--- src/verilog/slot_sched_consts.vh ---
/*
 Constants of the transaction-group scheduler: own register offsets,
 field positions, reset values and slot timing in microseconds.
 Assumes a 50 MHz clock and a 1 us protocol tick.
*/
`ifndef SLOT_SCHED_CONSTS_VH
`define SLOT_SCHED_CONSTS_VH

// ********************************************
// Register offsets (byte addresses)
// ********************************************
`define REG_CTRL        8'h00
`define REG_CTRL_LEN    8'h04
`define REG_OUT_CFG     8'h08
`define REG_IN_CFG      8'h0c
`define REG_NOTIFY      8'h10
`define REG_STATUS      8'h14
`define REG_TIMER       8'h18

// ********************************************
// Fields and reset values
// ********************************************
`define CTRL_RUN_BIT    0
`define CTRL_STDPRE_BIT 1
`define STAT_BUSY_BIT   0
`define STAT_LATE_BIT   1
`define CTRL_RESET      32'h0000_0000
`define CTRL_LEN_RESET  16'h0020
`define RESP_OKAY       2'h0
`define RESP_SLVERR     2'h2

// Notification allocation block: byte 0 type field and block length in bytes
`define BLK_TYPE_LSB    6
`define BLK_TYPE_CODE   2'h2
`define BLK_BYTES       3'h4

// ********************************************
// Timing
// ********************************************
`define CLK_NS          20
`define TICK_NS         1000
`define TICK_CYCLES     (`TICK_NS / `CLK_NS)
`define STD_GAP_US      16'h000a
`define GUARD_US        16'h0004
`define BUSTURN_US      16'h0006
`define TURN_GAP_US     (`GUARD_US + `BUSTURN_US)
`define IN_GAP_US       (`STD_GAP_US + `GUARD_US)
`define NOTIF_MAX_US    16'h0028
`define MIN_INTERFRAME_SPACE_US         16'h0002
`define MSG_SLOT_US     (`NOTIF_MAX_US + `MIN_INTERFRAME_SPACE_US + `GUARD_US)
`define BURST_GAP_US    16'h0001
`define BURST_GAP_MAX_US 16'h0002
`define WINDOW_MAX_US   32'd25000

`endif

--- src/verilog/slot_sched_host.v ---
/*
 Host-side transaction-group scheduler with an AXI4-Lite register slave.
 Runs control packet, host-transmit slots, bus turn, notification window,
 device-transmit slots and the closing bus turn, in 1 us protocol ticks.
 Assumes link outputs feed radio logic on the same clock.
*/
`default_nettype none
`include "slot_sched_consts.vh"

module slot_sched_host (
  input  wire        clk,
  input  wire        resetn,
  input  wire [7:0]  s_axi_awaddr,
  input  wire        s_axi_awvalid,
  output reg         s_axi_awready,
  input  wire [31:0] s_axi_wdata,
  input  wire [3:0]  s_axi_wstrb,
  input  wire        s_axi_wvalid,
  output reg         s_axi_wready,
  output reg  [1:0]  s_axi_bresp,
  output reg         s_axi_bvalid,
  input  wire        s_axi_bready,
  input  wire [7:0]  s_axi_araddr,
  input  wire        s_axi_arvalid,
  output reg         s_axi_arready,
  output reg  [31:0] s_axi_rdata,
  output reg  [1:0]  s_axi_rresp,
  output reg         s_axi_rvalid,
  input  wire        s_axi_rready,
  output reg         ctrl_pkt_tx,
  output reg         host_tx,
  output reg         host_rx,
  output reg         slot_start,
  output reg         pkt_start,
  output reg         std_preamble,
  output reg         notify_window,
  output reg  [7:0]  blk_byte,
  output reg         blk_valid,
  input  wire        blk_ready
);

  localparam S_IDLE = 3'h0;
  localparam S_CTRL = 3'h1;
  localparam S_GAP  = 3'h2;
  localparam S_OUT  = 3'h3;
  localparam S_NOTE = 3'h4;
  localparam S_IN   = 3'h5;

  reg [31:0] ctrl_reg;
  reg [15:0] ctrl_len_reg;
  reg [31:0] out_cfg_reg;
  reg [31:0] in_cfg_reg;
  reg [7:0]  notify_reg;
  reg        late_reg;
  reg [15:0] groups_reg;
  reg [15:0] timer_reg;
  reg [5:0]  div_reg;
  reg        tick_reg;
  reg [2:0]  state_reg;
  reg [2:0]  gap_next_reg;
  reg [15:0] cnt_reg;
  reg [7:0]  idx_reg;
  reg [7:0]  pkt_reg;
  reg        pkt_gap_reg;
  reg        win_ok_reg;
  reg [7:0]  win_n_reg;
  reg [15:0] win_start_reg;
  reg        send_reg;
  reg [7:0]  aw_addr_reg;
  reg        aw_got_reg;
  reg [31:0] w_data_reg;
  reg [3:0]  w_strb_reg;
  reg        w_got_reg;
  reg [2:0]  state_next;
  reg [2:0]  gap_next;
  reg [15:0] cnt_next;
  reg [7:0]  idx_next;

  wire [7:0]  out_n   = out_cfg_reg[7:0];
  wire [7:0]  burst_n = (out_cfg_reg[15:8] == 8'h00) ? 8'h01
                                                     : out_cfg_reg[15:8];
  wire [15:0] pkt_len = out_cfg_reg[31:16];
  wire [7:0]  in_n    = in_cfg_reg[7:0];
  wire [15:0] in_len  = in_cfg_reg[31:16];
  wire        run     = ctrl_reg[`CTRL_RUN_BIT];
  wire        done    = tick_reg && (cnt_reg == 16'h0001);
  wire [15:0] bgap    = (`BURST_GAP_US > `BURST_GAP_MAX_US) ?
                        `BURST_GAP_MAX_US : `BURST_GAP_US;

  // ********************************************
  // Helpers
  // ********************************************
  function [15:0] atleast1;
    input [15:0] v;
    begin
      atleast1 = (v == 16'h0000) ? 16'h0001 : v;
    end
  endfunction

  function [31:0] win_start;
    input [15:0] cl;
    input [7:0]  on;
    input [7:0]  bu;
    input [15:0] pl;
    input [15:0] bg;
    reg   [31:0] slot;
    begin
      slot = {24'h0, bu} * {16'h0, atleast1(pl)}
           + ({24'h0, bu} - 32'h1) * {16'h0, bg};
      win_start = {16'h0, atleast1(cl)} + {16'h0, `TURN_GAP_US};
      if (on != 8'h00) begin
        win_start = win_start + {24'h0, on} * slot
                  + {24'h0, on} * {16'h0, `STD_GAP_US};
      end
    end
  endfunction

  wire [31:0] ws_calc = win_start(ctrl_len_reg, out_n, burst_n,
                                  pkt_len, bgap);

  // ********************************************
  // Protocol tick divider
  // ********************************************
  always @(posedge clk) begin
    if (!resetn) begin
      div_reg  <= 6'h00;
      tick_reg <= 1'b0;
    end else if (div_reg == `TICK_CYCLES - 1) begin
      div_reg  <= 6'h00;
      tick_reg <= 1'b1;
    end else begin
      div_reg  <= div_reg + 6'h01;
      tick_reg <= 1'b0;
    end
  end

  // ********************************************
  // Slot sequencer
  // ********************************************
  always @* begin
    state_next = state_reg;
    gap_next   = gap_next_reg;
    cnt_next   = cnt_reg;
    idx_next   = idx_reg;
    case (state_reg)
      S_IDLE: begin
        if (run && tick_reg) begin
          state_next = S_CTRL;
          cnt_next   = atleast1(ctrl_len_reg);
        end
      end
      S_CTRL: begin
        if (done) begin
          state_next = S_GAP;
          idx_next   = 8'h00;
          if (out_n != 8'h00) begin
            gap_next = S_OUT;
            cnt_next = `STD_GAP_US;
          end else if (win_ok_reg || in_n != 8'h00) begin
            gap_next = win_ok_reg ? S_NOTE : S_IN;
            cnt_next = `TURN_GAP_US;
          end else begin
            gap_next = S_CTRL;
            cnt_next = `TURN_GAP_US;
          end
        end
      end
      S_OUT: begin
        if (done && pkt_gap_reg == 1'b0 && pkt_reg == burst_n - 8'h01) begin
          state_next = S_GAP;
          idx_next   = idx_reg + 8'h01;
          if (idx_reg != out_n - 8'h01) begin
            gap_next = S_OUT;
            cnt_next = `STD_GAP_US;
          end else if (win_ok_reg || in_n != 8'h00) begin
            gap_next = win_ok_reg ? S_NOTE : S_IN;
            idx_next = 8'h00;
            cnt_next = `TURN_GAP_US;
          end else begin
            gap_next = S_CTRL;
            cnt_next = `STD_GAP_US;
          end
        end
      end
      S_NOTE: begin
        if (done) begin
          cnt_next = `MSG_SLOT_US;
          idx_next = idx_reg + 8'h01;
          if (idx_reg == win_n_reg - 8'h01) begin
            state_next = S_GAP;
            idx_next   = 8'h00;
            gap_next   = (in_n != 8'h00) ? S_IN : S_CTRL;
            cnt_next   = (in_n != 8'h00) ? `IN_GAP_US
                                         : `TURN_GAP_US;
          end
        end
      end
      S_IN: begin
        if (done) begin
          state_next = S_GAP;
          idx_next   = idx_reg + 8'h01;
          gap_next   = (idx_reg != in_n - 8'h01) ? S_IN : S_CTRL;
          cnt_next   = (idx_reg != in_n - 8'h01) ? `IN_GAP_US
                                                 : `TURN_GAP_US;
        end
      end
      S_GAP: begin
        if (done) begin
          state_next = gap_next_reg;
          case (gap_next_reg)
            S_OUT:   cnt_next = atleast1(pkt_len);
            S_NOTE:  cnt_next = `MSG_SLOT_US;
            S_IN:    cnt_next = atleast1(in_len);
            default: cnt_next = atleast1(ctrl_len_reg);
          endcase
          if (gap_next_reg == S_CTRL && !run) begin
            state_next = S_IDLE;
          end
        end
      end
      default: state_next = S_IDLE;
    endcase
    if (tick_reg && !done && state_reg != S_IDLE) begin
      cnt_next = cnt_reg - 16'h0001;
    end
    if (state_reg == S_OUT && done && !(pkt_gap_reg == 1'b0 &&
        pkt_reg == burst_n - 8'h01)) begin
      cnt_next = pkt_gap_reg ? atleast1(pkt_len) : atleast1(bgap);
    end
  end

  always @(posedge clk) begin
    if (!resetn) begin
      state_reg     <= S_IDLE;
      gap_next_reg  <= S_IDLE;
      cnt_reg       <= 16'h0001;
      idx_reg       <= 8'h00;
      pkt_reg       <= 8'h00;
      pkt_gap_reg   <= 1'b0;
      timer_reg     <= 16'h0000;
      win_ok_reg    <= 1'b0;
      win_n_reg     <= 8'h00;
      win_start_reg <= 16'h0000;
      send_reg      <= 1'b0;
      late_reg      <= 1'b0;
      groups_reg    <= 16'h0000;
      ctrl_pkt_tx   <= 1'b0;
      host_tx       <= 1'b0;
      host_rx       <= 1'b0;
      slot_start    <= 1'b0;
      pkt_start     <= 1'b0;
      std_preamble  <= 1'b0;
      notify_window <= 1'b0;
    end else begin
      state_reg    <= state_next;
      gap_next_reg <= gap_next;
      cnt_reg      <= cnt_next;
      idx_reg      <= idx_next;
      send_reg     <= 1'b0;
      if (state_next == S_CTRL && state_reg != S_CTRL) begin
        timer_reg  <= 16'h0000;
        groups_reg <= groups_reg + 16'h0001;
        // Window allowed only when offered and early enough
        win_ok_reg <= (notify_reg != 8'h00) &&
                      (ws_calc <= `WINDOW_MAX_US);
        win_start_reg <= ws_calc[15:0];
        // Count frozen per group so a mid-group write cannot stretch it
        win_n_reg     <= notify_reg;
        send_reg <= (notify_reg != 8'h00) &&
                    (ws_calc <= `WINDOW_MAX_US);
        if (notify_reg != 8'h00 && ws_calc > `WINDOW_MAX_US) begin
          late_reg <= 1'b1;
        end
      end else if (tick_reg) begin
        timer_reg <= timer_reg + 16'h0001;
      end
      if (state_reg == S_OUT && done) begin
        pkt_gap_reg <= ~pkt_gap_reg;
        if (pkt_gap_reg) begin
          pkt_reg <= pkt_reg + 8'h01;
        end
      end
      if (state_next != S_OUT) begin
        pkt_reg     <= 8'h00;
        pkt_gap_reg <= 1'b0;
      end
      // Software clear loses to a fresh late event
      if (aw_got_reg && w_got_reg && !s_axi_bvalid &&
          aw_addr_reg == `REG_STATUS && w_strb_reg[0] &&
          w_data_reg[`STAT_LATE_BIT] &&
          !(send_reg == 1'b0 && state_next == S_CTRL &&
            state_reg != S_CTRL && notify_reg != 8'h00 &&
            ws_calc > `WINDOW_MAX_US)) begin
        late_reg <= 1'b0;
      end
      ctrl_pkt_tx <= (state_next == S_CTRL);
      host_tx     <= (state_next == S_CTRL) ||
                     (state_next == S_OUT && !(pkt_gap_reg ^
                      (state_reg == S_OUT && done)));
      // Listen one guard time ahead of device slots
      host_rx <= (state_next == S_NOTE) || (state_next == S_IN) ||
                 (state_next == S_GAP && cnt_next <= `GUARD_US &&
                  (gap_next == S_NOTE || gap_next == S_IN));
      slot_start <= (state_next != state_reg) &&
                    (state_next == S_OUT || state_next == S_IN ||
                     state_next == S_NOTE);
      pkt_start  <= (state_next == S_OUT) && ((state_reg != S_OUT) ||
                    (done && pkt_gap_reg));
      // Streaming preamble is optional; first packet never uses it
      std_preamble <= (state_next == S_CTRL && state_reg != S_CTRL) ||
                      (state_next != state_reg && state_next == S_OUT) ||
                      (state_next == S_OUT && done && pkt_gap_reg &&
                       ctrl_reg[`CTRL_STDPRE_BIT]);
      notify_window <= (state_next == S_NOTE);
    end
  end

  wire [7:0] blk_byte_w;
  wire       blk_valid_w;

  notify_block_builder builder (
    .clk                (clk),
    .resetn             (resetn),
    .send               (send_reg),
    .slot_start_time    (win_start_reg),
    .message_slot_count (win_n_reg),
    .blk_ready          (blk_ready),
    .blk_byte           (blk_byte_w),
    .blk_valid          (blk_valid_w)
  );

  always @*
    {blk_byte, blk_valid} = {blk_byte_w, blk_valid_w};

  // ********************************************
  // AXI4-Lite slave
  // ********************************************
  always @(posedge clk) begin
    if (!resetn) begin
      ctrl_reg      <= `CTRL_RESET;
      ctrl_len_reg  <= `CTRL_LEN_RESET;
      out_cfg_reg   <= 32'h0000_0000;
      in_cfg_reg    <= 32'h0000_0000;
      notify_reg    <= 8'h00;
      aw_addr_reg   <= 8'h00;
      aw_got_reg    <= 1'b0;
      w_data_reg    <= 32'h0000_0000;
      w_strb_reg    <= 4'h0;
      w_got_reg     <= 1'b0;
      s_axi_awready <= 1'b0;
      s_axi_wready  <= 1'b0;
      s_axi_bvalid  <= 1'b0;
      s_axi_bresp   <= `RESP_OKAY;
      s_axi_arready <= 1'b0;
      s_axi_rvalid  <= 1'b0;
      s_axi_rdata   <= 32'h0000_0000;
      s_axi_rresp   <= `RESP_OKAY;
    end else begin
      s_axi_awready <= !aw_got_reg && !(s_axi_awvalid && s_axi_awready);
      s_axi_wready  <= !w_got_reg && !(s_axi_wvalid && s_axi_wready);
      if (s_axi_awvalid && s_axi_awready) begin
        aw_addr_reg <= s_axi_awaddr;
        aw_got_reg  <= 1'b1;
      end
      if (s_axi_wvalid && s_axi_wready) begin
        w_data_reg <= s_axi_wdata;
        w_strb_reg <= s_axi_wstrb;
        w_got_reg  <= 1'b1;
      end
      if (aw_got_reg && w_got_reg && !s_axi_bvalid) begin
        s_axi_bvalid <= 1'b1;
        s_axi_bresp  <= `RESP_OKAY;
        case (aw_addr_reg)
          `REG_CTRL:     ctrl_reg     <= w_data_reg;
          `REG_CTRL_LEN: ctrl_len_reg <= w_data_reg[15:0];
          `REG_OUT_CFG:  out_cfg_reg  <= w_data_reg;
          `REG_IN_CFG:   in_cfg_reg   <= w_data_reg;
          `REG_NOTIFY:   notify_reg   <= w_data_reg[7:0];
          `REG_STATUS:   s_axi_bresp  <= `RESP_OKAY;
          default:       s_axi_bresp  <= `RESP_SLVERR;
        endcase
      end
      if (s_axi_bvalid && s_axi_bready) begin
        s_axi_bvalid <= 1'b0;
        aw_got_reg   <= 1'b0;
        w_got_reg    <= 1'b0;
      end
      s_axi_arready <= !s_axi_rvalid && !(s_axi_arvalid && s_axi_arready);
      if (s_axi_arvalid && s_axi_arready) begin
        s_axi_rvalid <= 1'b1;
        s_axi_rresp  <= `RESP_OKAY;
        case (s_axi_araddr)
          `REG_CTRL:     s_axi_rdata <= ctrl_reg;
          `REG_CTRL_LEN: s_axi_rdata <= {16'h0000, ctrl_len_reg};
          `REG_OUT_CFG:  s_axi_rdata <= out_cfg_reg;
          `REG_IN_CFG:   s_axi_rdata <= in_cfg_reg;
          `REG_NOTIFY:   s_axi_rdata <= {24'h000000, notify_reg};
          `REG_STATUS:   s_axi_rdata <= {groups_reg, 14'h0000, late_reg,
                                         (state_reg != S_IDLE)};
          `REG_TIMER:    s_axi_rdata <= {16'h0000, timer_reg};
          default: begin
            s_axi_rdata <= 32'h0000_0000;
            s_axi_rresp <= `RESP_SLVERR;
          end
        endcase
      end else if (s_axi_rvalid && s_axi_rready) begin
        s_axi_rvalid <= 1'b0;
      end
    end
  end

endmodule // slot_sched_host
`default_nettype wire

--- src/verilog/notify_block_builder.v ---
/*
 Serialises the four-byte notification allocation block.
 Assumes the consumer takes a byte when blk_valid and blk_ready are high.
*/
`default_nettype none
`include "slot_sched_consts.vh"

module notify_block_builder (
  input  wire        clk,
  input  wire        resetn,
  input  wire        send,
  input  wire [15:0] slot_start_time,
  input  wire [7:0]  message_slot_count,
  input  wire        blk_ready,
  output reg  [7:0]  blk_byte,
  output reg         blk_valid
);

  reg [2:0]  idx_reg;
  reg [15:0] start_reg;
  reg [7:0]  count_reg;

  // ********************************************
  // Byte selection
  // ********************************************
  function [7:0] pick;
    input [2:0]  i;
    input [15:0] st;
    input [7:0]  n;
    begin
      case (i)
        3'h0: pick = {`BLK_TYPE_CODE, 6'h00};
        3'h1: pick = st[7:0];
        3'h2: pick = st[15:8];
        3'h3: pick = n;
        default: pick = 8'h00;
      endcase
    end
  endfunction

  always @(posedge clk) begin
    if (!resetn) begin
      idx_reg   <= 3'h0;
      start_reg <= 16'h0000;
      count_reg <= 8'h00;
      blk_byte  <= 8'h00;
      blk_valid <= 1'b0;
    end else if (!blk_valid) begin
      // One block per send; a send while busy is dropped
      if (send) begin
        start_reg <= slot_start_time;
        count_reg <= message_slot_count;
        idx_reg   <= 3'h1;
        blk_byte  <= pick(3'h0, slot_start_time, message_slot_count);
        blk_valid <= 1'b1;
      end
    end else if (blk_ready) begin
      if (idx_reg == `BLK_BYTES) begin
        blk_valid <= 1'b0;
      end else begin
        blk_byte <= pick(idx_reg, start_reg, count_reg);
        idx_reg  <= idx_reg + 3'h1;
      end
    end
  end

endmodule // notify_block_builder
`default_nettype wire

--- config.mk ---
export PLATFORM = sky130hd
export DESIGN_NAME = slot_sched_host
export DESIGN_NICKNAME = d
export VERILOG_FILES = /design/src/verilog/slot_sched_host.v /design/src/verilog/notify_block_builder.v
export VERILOG_INCLUDE_DIRS = /design/src /design/src/verilog
export SDC_FILE = /design/constraint.sdc
export NUM_CORES = 2
export LEC_CHECK = 0
export BUFFER_PORTS_ARGS = -buffer_cell sky130_fd_sc_hd__buf_2
export CAP_MARGIN = 20
export CORE_MARGIN = 1
export CORE_UTILIZATION = 64
export DETAILED_ROUTE_END_ITERATION = 16
export PLACE_DENSITY_LB_ADDON = 0.08
export SLEW_MARGIN = 20
export SYNTH_ARGS = -nofsm -noshare
export SYNTH_HDL_FRONTEND = slang
export SYNTH_HIERARCHICAL = 1
export SYNTH_SLANG_ARGS = --single-unit
--- constraint.sdc ---
create_clock -name clk -period 16.95 [get_ports clk]
set_clock_uncertainty 0.15 [all_clocks]
set_input_delay 2.5425 -clock clk [delete_from_list [all_inputs] [get_ports clk]]
set_output_delay 2.5425 -clock clk [all_outputs]
set_load 0.01 [all_outputs]
==> flow_summary.json <==
{
  "final_cells": 4306,
  "cpMostUsedCell": "fa_1",
  "core_um2": 46460,
  "numPlacedInstances": 4243,
  "cts-root-buf": "clkbuf_16",
  "gr-usage-all-layers": 0.3788,
  "design.die.area_um2": 47880,
  "synth.avg_cell_area_um2": 8.135,
  "routed-via-count": 27100,
  "layout_min_cycle_time_ns": 14.15,
  "min-delay-path-class": "reg -> reg",
  "syn2layout_area_growth_pct": 6.808,
  "worst_setup_path_end_kind": "flip-flop",
  "cts_post_setup_buffers_inserted": 0,
  "antenna_violations_before_repair": 0,
  "max_cap_violations": 0,
  "multi_input_comb_area_um2": 21120,
  "finalSetupViolCount": 0,
  "max-vdd-ir-drop_mv": 0.09445,
  "pd_cells_nw_per_um2": 53.59,
  "number_of_buffers_added_on_ports": 111,
  "synthesis.instances": 3698,
  "clk-insertion-delay-late_ns": 0.55,
  "synth_top_area_cell": "dfxtp_1",
  "first_iter_violations": 2812,
  "ctsLongestPathBuffers": 3,
  "fillers": 3831,
  "final_hold_viol_count": 0,
  "setup.worst_path.start_class": "flip-flop",
  "global_route.overflow_total": 0,
  "critical_path.max_stage_delay_ns": 0.61,
  "synth_enable_flop_cells": 0,
  "first_global_vias": 26220,
  "path_max_fanout": 22,
  "post_detailed_routing_wire_length_um": 90610,
  "finalHoldWorstSlack_ns": 0.3024,
  "power.static_leakage_nw": 13.94,
  "place_hpwl_um": 67330,
  "netlist-cell-type-count": 95,
  "critical_path_required_ns": 17.29,
  "fraction_of_registers_with_async_set_or_reset_after_synthesis": 0,
  "max-slew-margin-rel": 0.2267,
  "ctsHoldBuffers": 0,
  "ys.warnings.count": 6,
  "antenna_left": 0,
  "cts.sinks": 350,
  "post-route-util": 0.6917,
  "initial_utilization": 0.6476,
  "die_h_um": 218.8,
  "synth-main-ff-cell": "dfxtp_1",
  "synth_top_cells_by_count": "nand2_1 (711), dfxtp_1 (350), a21oi_1 (309), inv_1 (301), fa_1 (264)",
  "timing.final.max_slew_violations": 0,
  "clock_pin_slew_on_the_worst_setup_and_hold_paths_ns": 0.07,
  "cts-resized-gates": 0,
  "critical_path_at_ns": 14.49,
  "first_pass_grt_wire_length_um": 143000,
  "die_x_um": 218.8,
  "outcome": "finished clean",
  "inserted_diodes": 0,
  "finalCritPeriodShare": 0.8347,
  "synth-seq-area-share": 0.2329,
  "critical_path_class": "reg -> reg",
  "max_freq_mhz": 70.68,
  "i_o_pin_total": 117,
  "setup_total_negative_slack_ns": 0,
  "report.power.total_mw": 1.722,
  "globalplace.congestion": 0.9913,
  "finalNetCount": 4186,
  "htree_num_levels": 2,
  "synthDominantCellAreaShare": 0.2329,
  "slowest_stage": "xnor2_1",
  "numCtsBuffers": 36,
  "synth_seq_cells": 350,
  "drt_first_pass_iters": 10,
  "synth.top_cells.by_area": "dfxtp_1 (23%), fa_1 (18%), nand2_1 (8.9%)",
  "grt_start_max_net_pins": 100,
  "synth_area_um2": 30080,
  "regArea_um2": 7007,
  "post_detailed_route_wirelength_per_cell_um": 21.04,
  "vias_per_cell": 6.294,
  "worst-slew-pin-transition_ns": 1.159,
  "rows": 79,
  "final_layout_size_suffix_gt1_frac": 0.07137,
  "cell_with_the_most_instances_after_synthesis": "nand2_1",
  "cts_tree": "done",
  "rsz0062_at_grt": "false",
  "drcViolationCount": 0
}
[area by class of cell]
| cell class | count | area share |
|---|---|---|
| Clock buffer | 49 | 0.03337 |
| Inverter | 301 | 0.03532 |
| Multi-Input combinational cell | 2832 | 0.6573 |
| Sequential cell | 350 | 0.2181 |
| Clock inverter | 14 | 0.005179 |
| Timing Repair Buffer | 153 | 0.02710 |
| Tap cell | 607 | 0.02364 |
[power by group]
group	internal [mW]	switching, mW
logic	0.0131	0.0322
clock network	0.491	0.347
registers	0.829	0.00936
total	1.33	0.389
[worst max-delay path, delay by kind of cell, from the launching register on]
kind,cells,cell delay [ns]
compound gates,18,4.54
xor+xnor,4,1.38
fa+ha+maj,11,4.79
buf+inv,3,0.33
flops,1,0.31
simple gates,9,2.54
[stage by stage]
step / setup WS (ns) / area [um^2]
after global placement: 3.379 / 30880
after detailed placement: 3.026 / 30880
after floorplan: 5.030 / 30090
after CTS: 2.953 / 32120
final: 2.802 / 32130
after global routing: 1.936 / 32130
[worst paths after layout]
kind / startpoint / to / slack, ns / cells past startpoint
worst max register to register: out_cfg_reg[11]$_SDFFE_PN0P_ / win_ok_reg$_SDFFE_PN0P_ / 2.80 / 45
worst min register to register: in_cfg_reg[12]$_SDFFE_PN0P_ / in_cfg_reg[12]$_SDFFE_PN0P_ / 0.30 / 2
worst max-delay path: out_cfg_reg[11]$_SDFFE_PN0P_ / win_ok_reg$_SDFFE_PN0P_ / 2.80 / 45
worst min-delay path: in_cfg_reg[12]$_SDFFE_PN0P_ / in_cfg_reg[12]$_SDFFE_PN0P_ / 0.30 / 2
[logic make-up (layout without fill, tap and decap cells)]
logic type	after synthesis	in the layout	synth area share
compound gates	779	779	0.1684
simple gates	1407	1407	0.2206
mux	10	10	0.003327
flops	350	350	0.2329
other cells	1	3	0.0001247
fa+ha+maj	452	452	0.2539
buf+inv	518	517	0.06675
xor+xnor	181	181	0.05407
[placed cells by master (no fill, tap or decap), drive strengths merged, types with 9 or more instances in the layout]
cell	count
nand4	34
nand3	61
o31ai	10
fa	264
a21o	35
and3	26
ha	188
nand2b	25
o21bai	11
a211oi	19
o22ai	13
a21oi	309
or3	21
dfxtp	350
and2	155
clkbuf	49
a221oi	28
mux2i	10
o21ai	116
buf	153
nor3	72
a22o	50
a22oi	38
o211ai	17
a222oi	10
nor4	28
nor2b	37
clkinv	9
nand2	713
a31oi	20
nor2	183
xnor2	108
nor3b	10
xor2	70
o21a	15
inv	302
o2111ai	10
a221o	9
[metal layers]
metal  part of all wire  track usage
met1               0.41       0.5171
met2               0.46       0.6111
met3              0.092      0.06348
met4              0.033       0.1241
met5                  0            0
(Power assumes the default switching activity.)
